--- config.mk ---
export PLATFORM = sky130hd
export DESIGN_NAME = ops_monitor
export DESIGN_NICKNAME = d
export VERILOG_FILES = /design/src/pkg/ops_pkg.sv /design/src/logic/ops_monitor.sv
export VERILOG_INCLUDE_DIRS = /design/src /design/src/pkg
export SDC_FILE = /design/constraint.sdc
export NUM_CORES = 1
export LEC_CHECK = 0
export BUFFER_PORTS_ARGS = -buffer_cell sky130_fd_sc_hd__buf_4
export CAP_MARGIN = 20
export CORE_MARGIN = 2
export CORE_UTILIZATION = 24
export CTS_CLUSTER_DIAMETER = 80
export DETAILED_ROUTE_END_ITERATION = 7
export GPL_TIMING_DRIVEN = 0
export PLACE_DENSITY = 0.53
export SLEW_MARGIN = 20
export SYNTH_ARGS = -nofsm -noshare
export SYNTH_HDL_FRONTEND = slang
export SYNTH_SLANG_ARGS = --single-unit
--- constraint.sdc ---
create_clock -name clock -period 2.5 [get_ports clock]
set_input_delay 0.125 -clock clock [delete_from_list [all_inputs] [get_ports clock]]
set_output_delay 0.125 -clock clock [all_outputs]
set_load 0.005 [all_outputs]
--- src/pkg/ops_defines.svh ---
`ifndef OPS_DEFINES_SVH
`define OPS_DEFINES_SVH

// Register byte addresses
`define OPS_ADDR_CTRL      8'h00
`define OPS_ADDR_CMD       8'h04
`define OPS_ADDR_RESULT    8'h08
`define OPS_ADDR_STATUS_A  8'h0c
`define OPS_ADDR_STATUS_B  8'h10
`define OPS_ADDR_IRQ_A     8'h14
`define OPS_ADDR_IRQ_B     8'h18
`define OPS_ADDR_TIMER     8'h1c

// Control register
`define OPS_CTRL_MANUAL    0
`define OPS_CTRL_OWNER_B   1
`define OPS_CTRL_RESET     32'h0000_0001

// Command register fields
`define OPS_CMD_HOST_BIT   8
`define OPS_CMD_PARITY_BIT 9
`define OPS_IMM_TEST_BIT   16

// Command codes
`define OPS_CMD_START      8'h6a
`define OPS_CMD_RESTART    8'h6c
`define OPS_CMD_RECONNECT  8'h6e
`define OPS_CMD_DEV_RESET  8'h6f

// Condition codes
`define OPS_CC_BUSY        3'h1
`define OPS_CC_REJECT      3'h3
`define OPS_CC_INTERVENE   3'h4
`define OPS_CC_PARITY      3'h5
`define OPS_CC_OK          3'h7

// Status word positions (host bit n sits at register bit 15-n)
`define OPS_ST_CONNECTED   15
`define OPS_ST_MANUAL      14
`define OPS_ST_TIMEOUT     13
`define OPS_ST_RUN         11
`define OPS_ST_INCURRED    10
`define OPS_ST_POLARITY    4

// Interrupt register: cause byte (host bit n at 7-n) and kinds
`define OPS_CAUSE_GOAHEAD  5
`define OPS_CAUSE_WARN     3
`define OPS_IRQ_ATTN       8
`define OPS_IRQ_EXC        9
`define OPS_IRQ_DEVEND     10

// Timing
`define OPS_CLK_HZ         20000000
`define OPS_TIME_BASE_US   1000
`define OPS_TICK_CYCLES    ((`OPS_CLK_HZ / 1000000) * `OPS_TIME_BASE_US)
`define OPS_INIT_TICKS     2000
`define OPS_WARN_TICKS     1000
`define OPS_TICK_W         15
`define OPS_PERIOD_W       12

`endif

--- src/pkg/ops_pkg.sv ---
package ops_pkg;

  typedef enum logic [1:0] {
    TM_IDLE,
    TM_INIT,
    TM_WARN,
    TM_EXPIRED
  } ops_tstate_t;

  typedef logic [2:0] ops_cc_t;

endpackage

--- src/logic/ops_monitor.sv ---
`timescale 1ns/100ps
`include "ops_defines.svh"

module ops_monitor #(
  parameter int unsigned TICK_CYCLES = `OPS_TICK_CYCLES,
  parameter int unsigned INIT_TICKS  = `OPS_INIT_TICKS,
  parameter int unsigned WARN_TICKS  = `OPS_WARN_TICKS
) (
  // Clock and reset
  input  wire logic              clock,
  input  wire logic              rst,
  // AXI4-Lite write address
  input  wire logic [7:0]        s_axi_awaddr,
  input  wire logic [2:0]        s_axi_awprot,
  input  wire logic              s_axi_awvalid,
  output logic                   s_axi_awready,
  // AXI4-Lite write data
  input  wire logic [31:0]       s_axi_wdata,
  input  wire logic [3:0]        s_axi_wstrb,
  input  wire logic              s_axi_wvalid,
  output logic                   s_axi_wready,
  // AXI4-Lite write response
  output logic [1:0]             s_axi_bresp,
  output logic                   s_axi_bvalid,
  input  wire logic              s_axi_bready,
  // AXI4-Lite read address
  input  wire logic [7:0]        s_axi_araddr,
  input  wire logic [2:0]        s_axi_arprot,
  input  wire logic              s_axi_arvalid,
  output logic                   s_axi_arready,
  // AXI4-Lite read data
  output logic [31:0]            s_axi_rdata,
  output logic [1:0]             s_axi_rresp,
  output logic                   s_axi_rvalid,
  input  wire logic              s_axi_rready,
  // Shared I/O side
  output logic                   sharedIoOwnerB,
  output logic                   sharedIoReset,
  output logic                   alarmRelay,
  // Interrupt requests toward the host channels
  output logic                   intPendingA,
  output logic                   intPendingB
);
  import ops_pkg::*;

  // Bus slave state
  logic [7:0]        awAddr;
  logic [31:0]       wData, wMask, wMasked, rdMux;
  logic [3:0]        wStrb;
  logic              wrFire, wrMapped, rdMapped, rdTake;

  // Block state
  logic              manual;
  ops_tstate_t       state, next_state;
  logic              testMode;
  logic [`OPS_TICK_W-1:0]   tickCnt;
  logic [`OPS_PERIOD_W-1:0] periodCnt;
  logic [1:0]        incurred, timeoutSt, attn, exc, devEnd, goAhead, warnCause;
  ops_cc_t           lastCc [2];
  logic [15:0]       statusWord [2];
  logic [31:0]       irqWord [2];
  logic [1:0]        pend;

  // Write path: address and data taken in either order, executed once both are held
  assign wrFire   = ~s_axi_awready & ~s_axi_wready & ~s_axi_bvalid;
  assign wrMapped = (awAddr[7:5] == 3'h0) & (awAddr[1:0] == 2'h0);
  assign rdMapped = (s_axi_araddr[7:5] == 3'h0) & (s_axi_araddr[1:0] == 2'h0);
  assign rdTake   = s_axi_arvalid & s_axi_arready;

  genvar gb;
  generate
    for (gb = 0; gb < 4; gb++)
    begin : g_lane
      assign wMask[gb*8 +: 8] = {8{wStrb[gb]}};
    end
  endgenerate
  assign wMasked = wData & wMask;

  always_ff @(posedge clock)
  begin
    if (rst)
    begin
      s_axi_awready <= 1'b1;
      s_axi_wready  <= 1'b1;
      s_axi_bvalid  <= 1'b0;
      s_axi_bresp   <= 2'h0;
      awAddr        <= 8'h00;
      wData         <= 32'h0000_0000;
      wStrb         <= 4'h0;
    end
    else
    begin
      if (s_axi_awvalid & s_axi_awready)
      begin
        awAddr        <= s_axi_awaddr;
        s_axi_awready <= 1'b0;
      end
      if (s_axi_wvalid & s_axi_wready)
      begin
        wData        <= s_axi_wdata;
        wStrb        <= s_axi_wstrb;
        s_axi_wready <= 1'b0;
      end
      if (wrFire)
      begin
        s_axi_bvalid <= 1'b1;
        s_axi_bresp  <= wrMapped ? 2'h0 : 2'h2;
      end
      if (s_axi_bvalid & s_axi_bready)
      begin
        s_axi_bvalid  <= 1'b0;
        s_axi_awready <= 1'b1;
        s_axi_wready  <= 1'b1;
      end
    end
  end

  // Decoded register writes
  logic wrCtrl, wrCmd, wrIrqA, wrIrqB;
  assign wrCtrl = wrFire & (awAddr == `OPS_ADDR_CTRL);
  assign wrCmd  = wrFire & (awAddr == `OPS_ADDR_CMD);
  assign wrIrqA = wrFire & (awAddr == `OPS_ADDR_IRQ_A);
  assign wrIrqB = wrFire & (awAddr == `OPS_ADDR_IRQ_B);

  // Command decode; unwritten byte lanes count as zero
  logic [7:0] cmdCode;
  logic       issuerB, parityErr, issuerOwns, issuerPend, timerRuns, timerExpired;
  logic       isStart, isRestart, isReconnect, isDevReset;
  ops_cc_t    cmdCc;
  assign cmdCode      = wMasked[7:0];
  assign issuerB      = wMasked[`OPS_CMD_HOST_BIT];
  assign parityErr    = wMasked[`OPS_CMD_PARITY_BIT];
  assign issuerOwns   = (issuerB == sharedIoOwnerB);
  assign issuerPend   = pend[issuerB];
  assign isStart      = wrCmd & (cmdCode == `OPS_CMD_START);
  assign isRestart    = wrCmd & (cmdCode == `OPS_CMD_RESTART);
  assign isReconnect  = wrCmd & (cmdCode == `OPS_CMD_RECONNECT);
  assign isDevReset   = wrCmd & (cmdCode == `OPS_CMD_DEV_RESET);
  assign timerRuns    = (state == TM_INIT) | (state == TM_WARN);
  assign timerExpired = (state == TM_EXPIRED);

  // Nothing here makes the block busy, so code 1 arises from a pending interrupt only
  ops_cc_t startCc, reconnectCc;
  assign startCc = parityErr    ? `OPS_CC_PARITY :
                   issuerPend   ? `OPS_CC_BUSY :
                   manual       ? `OPS_CC_REJECT :
                   !issuerOwns  ? `OPS_CC_REJECT :
                   timerExpired ? `OPS_CC_INTERVENE :
                   `OPS_CC_OK;
  assign reconnectCc = parityErr    ? `OPS_CC_PARITY :
                       issuerPend   ? `OPS_CC_BUSY :
                       manual       ? `OPS_CC_REJECT :
                       issuerOwns   ? `OPS_CC_REJECT :
                       !timeoutSt[issuerB] ? `OPS_CC_REJECT :
                       `OPS_CC_OK;
  assign cmdCc = isStart ? startCc :
                 isReconnect ? reconnectCc :
                 (isRestart | isDevReset) ? `OPS_CC_OK :
                 `OPS_CC_REJECT;

  logic startOk, reconnectOk, reloadHit, warnZero;
  assign startOk     = isStart & (startCc == `OPS_CC_OK);
  assign reconnectOk = isReconnect & (reconnectCc == `OPS_CC_OK);
  // Reload serves restart and device reset alike; an expired timer is left alone
  assign reloadHit   = (isRestart | isDevReset) & issuerOwns & timerRuns;
  assign warnZero    = (WARN_TICKS == 0);

  // Fixed time base shared by both periods
  logic tick, initEnd, warnEnd, periodEnd, timeoutEv, testEndEv, warnEv;
  assign tick      = timerRuns & (tickCnt == `OPS_TICK_W'(TICK_CYCLES - 1));
  assign initEnd   = tick & (state == TM_INIT)
                     & (periodCnt == `OPS_PERIOD_W'(INIT_TICKS - 1)) & ~reloadHit;
  assign warnEnd   = tick & (state == TM_WARN)
                     & (periodCnt == `OPS_PERIOD_W'(WARN_TICKS - 1)) & ~reloadHit;
  assign periodEnd = warnEnd | (initEnd & warnZero);
  assign timeoutEv = periodEnd & ~testMode;
  assign testEndEv = periodEnd & testMode;
  assign warnEv    = initEnd & ~warnZero;

  always_comb
  begin
    next_state = state;
    unique case (state)
      TM_IDLE:    next_state = TM_IDLE;
      TM_INIT:    next_state = initEnd ? (warnZero ? TM_EXPIRED : TM_WARN) : TM_INIT;
      TM_WARN:    next_state = warnEnd ? TM_EXPIRED : TM_WARN;
      TM_EXPIRED: next_state = TM_EXPIRED;
    endcase
    if (periodEnd & testMode)
      next_state = TM_IDLE;
    if (startOk | reloadHit)
      next_state = TM_INIT;
    if (manual)
      next_state = TM_IDLE;
  end

  // The timer belongs to the owner of the moment, so a switch carries it along
  always_ff @(posedge clock)
  begin
    if (rst)
    begin
      state     <= TM_IDLE;
      testMode  <= 1'b0;
      tickCnt   <= '0;
      periodCnt <= '0;
    end
    else
    begin
      state <= next_state;
      if (startOk)
        testMode <= wMasked[`OPS_IMM_TEST_BIT];
      if (startOk | reloadHit | initEnd | ~timerRuns)
      begin
        tickCnt   <= '0;
        periodCnt <= '0;
      end
      else if (tick)
      begin
        tickCnt   <= '0;
        periodCnt <= periodCnt + `OPS_PERIOD_W'(1);
      end
      else
        tickCnt <= tickCnt + `OPS_TICK_W'(1);
    end
  end

  // Control register and connection
  always_ff @(posedge clock)
  begin
    if (rst)
    begin
      manual         <= 1'(`OPS_CTRL_RESET >> `OPS_CTRL_MANUAL);
      sharedIoOwnerB <= 1'b0;
      sharedIoReset  <= 1'b0;
    end
    else
    begin
      sharedIoReset <= reconnectOk;
      if (wrCtrl & wStrb[0])
      begin
        manual         <= wData[`OPS_CTRL_MANUAL];
        sharedIoOwnerB <= wData[`OPS_CTRL_OWNER_B];
      end
      else if (reconnectOk)
        sharedIoOwnerB <= issuerB;
    end
  end

  // Per-host status, interrupt cause and condition code
  genvar gh;
  generate
    for (gh = 0; gh < 2; gh++)
    begin : g_host
      logic isOwner, isIssuer, wrIrq, clrAll, clrWarn;
      logic setAttn, setExc, setDevEnd, setGoAhead, setWarn;
      assign isOwner    = (sharedIoOwnerB == (gh == 1));
      assign isIssuer   = (issuerB == (gh == 1));
      assign wrIrq      = (gh == 1) ? wrIrqB : wrIrqA;
      assign setExc     = timeoutEv & isOwner;
      assign setGoAhead = timeoutEv & ~isOwner;
      assign setDevEnd  = testEndEv & isOwner;
      assign setWarn    = warnEv & isOwner;
      assign setAttn    = (initEnd & isOwner) | setGoAhead;
      assign clrAll     = isDevReset & isIssuer;
      assign clrWarn    = isRestart & isIssuer & ~warnZero;

      // A hardware event in the same cycle as a clear still lands
      always_ff @(posedge clock)
      begin
        if (rst)
        begin
          attn[gh]      <= 1'b0;
          exc[gh]       <= 1'b0;
          devEnd[gh]    <= 1'b0;
          goAhead[gh]   <= 1'b0;
          warnCause[gh] <= 1'b0;
        end
        else
        begin
          attn[gh]      <= (attn[gh] & ~(clrAll | (wrIrq & wMasked[`OPS_IRQ_ATTN]))) | setAttn;
          exc[gh]       <= (exc[gh] & ~(clrAll | (wrIrq & wMasked[`OPS_IRQ_EXC]))) | setExc;
          devEnd[gh]    <= (devEnd[gh] & ~(clrAll | (wrIrq & wMasked[`OPS_IRQ_DEVEND])))
                           | setDevEnd;
          goAhead[gh]   <= (goAhead[gh] & ~(clrAll | (wrIrq & wMasked[`OPS_IRQ_ATTN])))
                           | setGoAhead;
          warnCause[gh] <= (warnCause[gh]
                           & ~(clrAll | clrWarn | (wrIrq & wMasked[`OPS_IRQ_ATTN])))
                           | setWarn;
        end
      end

      // Manual mode holds both time-out bits off, even against a new event
      always_ff @(posedge clock)
      begin
        if (rst)
        begin
          incurred[gh]  <= 1'b0;
          timeoutSt[gh] <= 1'b0;
          lastCc[gh]    <= `OPS_CC_OK;
        end
        else
        begin
          incurred[gh]  <= ~manual & (incurred[gh] | setExc);
          timeoutSt[gh] <= ~manual & (timeoutSt[gh] | setGoAhead);
          if (wrCmd & isIssuer)
            lastCc[gh] <= cmdCc;
        end
      end

      assign pend[gh] = attn[gh] | exc[gh] | devEnd[gh];

      always_comb
      begin
        statusWord[gh]                    = 16'h0000;
        statusWord[gh][`OPS_ST_CONNECTED] = isOwner;
        statusWord[gh][`OPS_ST_MANUAL]    = manual;
        statusWord[gh][`OPS_ST_TIMEOUT]   = timeoutSt[gh];
        statusWord[gh][`OPS_ST_RUN]       = isOwner & timerRuns;
        statusWord[gh][`OPS_ST_INCURRED]  = incurred[gh];
        statusWord[gh][`OPS_ST_POLARITY]  = (gh == 0);
        irqWord[gh]                       = 32'h0000_0000;
        irqWord[gh][`OPS_CAUSE_GOAHEAD]   = goAhead[gh];
        irqWord[gh][`OPS_CAUSE_WARN]      = warnCause[gh];
        irqWord[gh][`OPS_IRQ_ATTN]        = attn[gh];
        irqWord[gh][`OPS_IRQ_EXC]         = exc[gh];
        irqWord[gh][`OPS_IRQ_DEVEND]      = devEnd[gh];
      end
    end
  endgenerate

  // Alarm and interrupt request pins
  always_ff @(posedge clock)
  begin
    if (rst)
    begin
      alarmRelay  <= 1'b0;
      intPendingA <= 1'b0;
      intPendingB <= 1'b0;
    end
    else
    begin
      alarmRelay  <= |incurred;
      intPendingA <= pend[0];
      intPendingB <= pend[1];
    end
  end

  // Read path
  always_comb
  begin
    rdMux = 32'h0000_0000;
    unique case (s_axi_araddr)
      `OPS_ADDR_CTRL:     rdMux = {30'h0, sharedIoOwnerB, manual};
      `OPS_ADDR_RESULT:   rdMux = {25'h0, lastCc[1], 1'b0, lastCc[0]};
      `OPS_ADDR_STATUS_A: rdMux = {16'h0000, statusWord[0]};
      `OPS_ADDR_STATUS_B: rdMux = {16'h0000, statusWord[1]};
      `OPS_ADDR_IRQ_A:    rdMux = irqWord[0];
      `OPS_ADDR_IRQ_B:    rdMux = irqWord[1];
      `OPS_ADDR_TIMER:    rdMux = {16'h0000, testMode, state, 1'b0, periodCnt};
      default:            rdMux = 32'h0000_0000;
    endcase
  end

  always_ff @(posedge clock)
  begin
    if (rst)
    begin
      s_axi_arready <= 1'b1;
      s_axi_rvalid  <= 1'b0;
      s_axi_rdata   <= 32'h0000_0000;
      s_axi_rresp   <= 2'h0;
    end
    else if (rdTake)
    begin
      s_axi_arready <= 1'b0;
      s_axi_rvalid  <= 1'b1;
      s_axi_rdata   <= rdMux;
      s_axi_rresp   <= rdMapped ? 2'h0 : 2'h2;
    end
    else if (s_axi_rvalid & s_axi_rready)
    begin
      s_axi_arready <= 1'b1;
      s_axi_rvalid  <= 1'b0;
    end
  end

endmodule

# After elaboration in Yosys (flattened, before gate mapping)
# Memory sizes are Yosys's and may differ from the RTL's.
# Index checks and enable logic that the tools add are counted.
# W data, S select, Z words.
# op_classes
muxes	41
n_addsub	2
reduce_logical	15
n_eq_ne	22
n_lt_le_gt_ge	1
bitwise_logic	120
# op_table
op	count
$pmux W16 S7	1
$and A1 B1 Y1	65
$eq A8 B5 Y1 const B	6
$mux W3	14
$or A1 B1 Y1	37
$eq A8 B7 Y1 const B	4
$mux W1	21
$and A17 B17 Y17	1
$not A1 Y1	17
$eq A8 B4 Y1 const B	2
$logic_not A8 Y1	2
$add A15 B1 Y15 const B	1
$eq A15 B15 Y1 const B	1
$add A12 B1 Y12 const B	1
$eq A12 B10 Y1 const B	1
$eq A12 B11 Y1 const B	1
$eq A8 B3 Y1 const B	1
$mux W2	4
$pmux W2 S4	1
$reduce_or A2 Y1	4
$eq A3 B3 Y1 const B	2
$logic_not A2 Y1	3
$logic_not A3 Y1	2
$eq A2 B2 Y1 const B	2
6 further kinds	7
# totals
wordCells	238
ramBits	6
inputBits	65
regBits	119
mem_count	1
out_inout_bits	46
# mem_list
name	words	word_bits	rd	rd_ports_with_merged_regs	write_ports	line	text
lastCc	2	3	2	0	2	ops_monitor.sv:59	ops_cc_t lastCc [2];

# Logic depth before layout (Yosys ltp)
# depth
depth_word	14
depth_mapped	10
depth_no_buf	10

# Worst setup path before layout
# No wires, ideal clock.
# synth_path
kind	flip-flop to flip-flop
start	register state[0]
end	register periodCnt[4]
n_path_buf	1
setup_time_ps	115
arrival_ps	2227
path_stages_with_launch	10
slack_ps	158
synth_period_minus_slack_ps	2342
required_time_ps	2385
cell_sequence	dfxtp_1 -> inv_1 -> ha_1 -> nand4bb_1 -> nor4_4 -> nand4_2 -> or4_4 -> nand3_1 -> buf_4 -> nor2_1
# synth_between
elab_chain_cells	12
word_cells_on_any_way	22
classes_between	eq/ne: 4; mux: 5; bitwise: 12; reduce/logical: 1
# synth_rtl
item	line	text
from (decl)	ops_monitor.sv:54	ops_tstate_t state, next_state;
from (signal assigned)	ops_monitor.sv:209	state <= next_state;
$eq A2 B2 Y1	ops_monitor.sv:140	assign timerExpired = (state == TM_EXPIRED);
$mux W2 (no line)	--	
$mux W3 (no line) (4 in a row)	--	
$eq A3 B3 Y1 (no line)	--	
$and A1 B1 Y1	ops_monitor.sv:162	assign startOk = isStart & (startCc == `OPS_CC_OK);
$or A1 B1 Y1 (3 in a row)	ops_monitor.sv:212	if (startOk | reloadHit | initEnd | ~timerRuns)
$reduce_or A2 Y1 (no line)	--	
to (signal assigned)	ops_monitor.sv:220	periodCnt <= periodCnt + `OPS_PERIOD_W'(1);
to (decl)	ops_monitor.sv:57	logic [`OPS_PERIOD_W-1:0] periodCnt;
# Parallel ways exist; a longest one is shown, timed or not.
# A chain may end at the register's enable or synchronous reset.

# Worst setup path after layout
# layout_path
start	register tickCnt[7]
end	register periodCnt[9]
# layout_between
elab_chain_cells	8
# layout_rtl
item	line	text
from (decl)	ops_monitor.sv:56	logic [`OPS_TICK_W-1:0] tickCnt;
from (signal assigned)	ops_monitor.sv:223	tickCnt <= tickCnt + `OPS_TICK_W'(1);
$eq A15 B15 Y1 (*)	ops_monitor.sv:170	assign tick = timerRuns & (tickCnt == `OPS_TICK_W'(TICK_CYCLES - 1));
$and A1 B1 Y1 (*)	ops_monitor.sv:170	
$and A1 B1 Y1 (3 in a row)	ops_monitor.sv:171	assign initEnd = tick & (state == TM_INIT)
$or A1 B1 Y1 (2 in a row)	ops_monitor.sv:212	
$reduce_or A2 Y1 (no line)	--	
# Mark *: on every way between the ends. The rest lies on a longest branch, timed or not.

==> parameters.txt <==
Parameter                              Value

STA
  Setup repair after global routing missed its margin    false
  Max transition margin    0.5089
  Total Neg Setup Slack    0 ns
  Period utilization    0.9506
  Hold Violations, Final    0
  Slew at the pin with the worst max-slew slack    approximately 0.74 ns
  Max frequency    ~0.42 GHz
  Period minus WS final    roughly 2.4 ns
  Hold Slack    between 0.01 and 0.015 ns
  Final clock skew    ~0.0093 ns
  Final-report setup violation count    0
  Max-slew violation count    0
  Min setup slack post-route    around 0.12 ns

Clock tree
  Clock latency on the worst-skew pair    ~0.36 ns
  Clock tree from TritonCTS    done
  Total clock buffers created by CTS    9
  Clock sink total    101
  Clock tree root driver cell    sky130_fd_sc_hd__clkbuf_16
  Maximum root-to-sink buffer count    2
  Clock H-tree levels    3
  Post-CTS clock slew at the launch and capture registers of the worst setup and hold paths    approximately 0.07 ns

Detailed routing
  Number of detailed-routing iterations run before antenna repair    4
  Routed len/inst    14.02 um
  Via count of the routed design    roughly 4,300
  DRC violations left    0
  Post-detailed-routing wire length    around 13,000 um
  First DRT Iteration DRCs    roughly 270
  Number of nets still failing antenna checks after routing    0
  Detail-routed via count per cell    4.516

Global routing
  GRT Residual Overflow    0
  First-pass GRT wire length    21,330 um
  Largest net degree at the start of global routing    18
  Initial antenna violation count    0
  Via count of the first global-routing pass    between 3,000 and 4,000
  Overall Global Routing Usage    0.1257

Floorplanning
  Effective utilization at floorplan    0.2422
  Number of core rows    52
  Die outline height    ~150 um
  Area of the die    between 20,000 and 25,000 sq um
  # IOs    ~110
  Floorplan die width    roughly 150 um
  Standard cell core area    between 20,000 and 25,000 sq um

Yosys
  Post-synthesis instance area    between 4000 and 5000 sq um
  Count of flip-flops with a built-in enable after synthesis    6
  Register area share after synthesis    0.4275
  Synth area leaders    sky130_fd_sc_hd__dfxtp_1 (39%), sky130_fd_sc_hd__nand2_1 (6.8%), sky130_fd_sc_hd__a21oi_1 (5.3%)
  Async set-or-reset flop fraction in the synthesized netlist    0
  Leading cell type by number of instances after synthesis    sky130_fd_sc_hd__dfxtp_1
  Dominant cell type by area after synthesis    sky130_fd_sc_hd__dfxtp_1
  Count of yosys warnings during synthesis    0
  Seq cells post-synth    101
  Number of instances in the synthesized netlist    around 600
  Number of library cell types mapped by synthesis    63
  Mean area per synthesized cell    ~8.3 sq um
  Main flop type after synthesis    sky130_fd_sc_hd__dfxtp_1
  Top cell type's share of synthesized area    0.3905
  Most instantiated cells after synthesis    sky130_fd_sc_hd__dfxtp_1 (95), sky130_fd_sc_hd__nand2_1 (88), sky130_fd_sc_hd__nor2_1 (67), sky130_fd_sc_hd__a21oi_1 (52), sky130_fd_sc_hd__nand3_1 (30)

Setup path
  Standard cell with the maximum stage delay on the critical path    sky130_fd_sc_hd__or4_4
  R2R depth    7
  CP cell instances    or3b_4, nor4_4, nand4_4, or4_4, nand3_1, buf_4, nor2_1
  Critical Setup Path Class    flip-flop to flip-flop
  Worst endpoint data arrival time    roughly 2.6 ns
  Instance count on the critical path    7
  End of the worst register-to-register path    periodCnt[9]$_SDFFE_PP0N_
  Worst stage delay on the critical path    around 0.49 ns
  Maximum fanout encountered on the critical timing path    10
  Type of element launching the critical path    flip-flop
  Capture point of the worst path    periodCnt[9]$_SDFFE_PP0N_
  Buf/Inv on CP    1
  CP delay by family, top    simple AND/OR/NAND/NOR gates
  Setup slack on the worst flop-to-flop path    around 0.12 ns
  Type of element capturing the critical path    flip-flop
  Data required time of the critical path    approximately 2.8 ns
  Critical path origin    tickCnt[7]$_SDFF_PP0_
  Worst flop-to-flop path startpoint    tickCnt[7]$_SDFF_PP0_

Power and ir drop
  Pleak    2.249 nW
  Pwr/cell area    approximately 560 nW/um^2
  Maximum resistive drop on vdd    approximately 0.00036 V

Place
  Post-placement setup slack    -0.2153 ns
  Detailed-placement wirelength estimate    10,140 um
  GPL Wtd Cong    0.8679
  Port bufs    between 60 and 70

Outcome
  Run status    completed

Cells and area
  Ratio of cells with drive above 1 in the final layout    0.1890
  Layout-stage area growth over the synthesis result    27.62%
  Number of diodes    0
  Number of inserted filler cells in the final layout    between 2,000 and 2,500
  Net total in the final layout    around 760
  Final cell utilization of the core    0.3091

Worst hold path
  Type of the most critical hold path    input port to flip-flop

Flow run
  Count of max-cap constraint violations    0
==> cell usage in the layout, fill, tap and decap left out, types with 4 or more instances in the layout <==
master	netlist	final
sky130_fd_sc_hd__a21oi_1	52	52
sky130_fd_sc_hd__conb_1	1	19
sky130_fd_sc_hd__and3_1	9	9
sky130_fd_sc_hd__nand3_1	30	29
sky130_fd_sc_hd__mux2i_1	6	6
sky130_fd_sc_hd__nand4_1	6	6
sky130_fd_sc_hd__clkbuf_16	0	9
sky130_fd_sc_hd__a22o_1	4	4
sky130_fd_sc_hd__edfxtp_1	6	6
sky130_fd_sc_hd__xor2_1	9	9
sky130_fd_sc_hd__inv_1	18	17
sky130_fd_sc_hd__clkbuf_1	22	21
sky130_fd_sc_hd__nor4_2	0	4
sky130_fd_sc_hd__xnor2_1	16	16
sky130_fd_sc_hd__a22oi_1	12	12
sky130_fd_sc_hd__and4_1	4	4
sky130_fd_sc_hd__o21ai_0	11	11
sky130_fd_sc_hd__nand2_1	88	88
sky130_fd_sc_hd__nand2b_1	4	4
sky130_fd_sc_hd__and2_1	6	6
sky130_fd_sc_hd__nor2_1	67	67
sky130_fd_sc_hd__o211ai_1	4	4
sky130_fd_sc_hd__o21a_1	5	5
sky130_fd_sc_hd__dfxtp_2	0	4
sky130_fd_sc_hd__dfxtp_1	95	91
sky130_fd_sc_hd__nor3_1	14	13
sky130_fd_sc_hd__mux2_2	4	4
sky130_fd_sc_hd__buf_4	20	83
sky130_fd_sc_hd__ha_1	7	5
==> tightest hold or removal path, delay by kind of cell <==
| family | cells | cell delay, ns |
|---|---|---|
| and+or+nand+nor | 1 | 0.04 |
| AOI/OAI and AO/OA | 1 | 0.05 |
| buffers and inverters | 1 | 0.11 |
==> power breakdown <==
group | total, W | switching, W | internal [W]
registers | 0.00168 | 0.0000260 | 0.00165
logic | 0.000252 | 0.000139 | 0.000113
clock network | 0.00153 | 0.000644 | 0.000883
==> cell type report <==
type / instances / area (sq um) / share of cell area
repair buffers: 66 / 503.0 / 0.08093
clock buffers: 9 / 225.2 / 0.03624
well taps: 270 / 337.8 / 0.05436
inverters: 18 / 67.56 / 0.01087
flip-flops and latches: 101 / 2087 / 0.3358
plain buffers: 44 / 240.2 / 0.03866
clock inverters: 7 / 98.84 / 0.01590
multi-input cells: 443 / 2655 / 0.4272
==> cells by family after synthesis <==
family,after synthesis,synth area share
and+or+nand+nor,269,0.2754
buffers and inverters,63,0.06398
xor gates and xnor gates,25,0.04496
muxes,10,0.02158
other,1,0.0007701
DFF,101,0.4275
AOI/OAI and AO/OA,113,0.1477
adders and majority gates,7,0.01798
==> how the worst min path moves through the flow <==
stage | to | cells after the start | slack, ns | startpoint
finish | wData[0]$_SDFFE_PP0P_ | 3 | 0.01 | s_axi_wdata[0]
global route | wData[2]$_SDFFE_PP0P_ | 3 | 0.02 | s_axi_wdata[2]
CTS | wData[6]$_SDFFE_PP0P_ | 3 | 0.002 | s_axi_wdata[6]
detailed placement | s_axi_wready$_SDFFE_PP1P_ | 2 | 0.33 | s_axi_wvalid
global placement | s_axi_wready$_SDFFE_PP1P_ | 2 | 0.33 | s_axi_wvalid
floorplan | s_axi_wready$_SDFFE_PP1P_ | 1 | 0.23 | s_axi_wvalid
==> registers in the layout (all words and copies together), names as in the netlist, 2 cells and up <==
name / count
wData: 12
irqWord: 2
incurred: 2
exc: 2
tickCnt: 15
s_axi_rdata: 15
state: 2
wStrb: 3
awAddr: 8
lastCc: 6
devEnd: 2
attn: 2
periodCnt: 12
statusWord: 2
goAhead: 2
==> what timing repair did <==
item | CTS | global route
pin swaps | 2 | 1
resized for setup | 7 | 13
setup buffers | 2 | 0
hold buffers | 3 | 0
endpoints found under the hold margin | 2 | 0
setup endpoints to repair | 34 | 38
==> per-stage QoR <==
stage | std cells | power, W | instance area (sq um)
detailed placement | 938 | 0.001962 | 5733
finish | 958 | 0.003457 | 6215
floorplan | 607 | 0.001855 | 4937
global placement | 938 | 0.001961 | 5733
global route | 958 | 0.003580 | 6215
CTS | 959 | 0.003498 | 6151
==> routing by layer <==
layer | wire length, um | vias to the layer above | GRT usage
met3 | 619 | 10 | 0.02875
met5 | 0 | - | 0
met1 | 6952 | 1993 | 0.1784
li1 | - | 2221 | -
met4 | 162 | 0 | 0.03786
met2 | 5694 | 102 | 0.1896
Note: power is estimated with default switching activity, not from simulation.
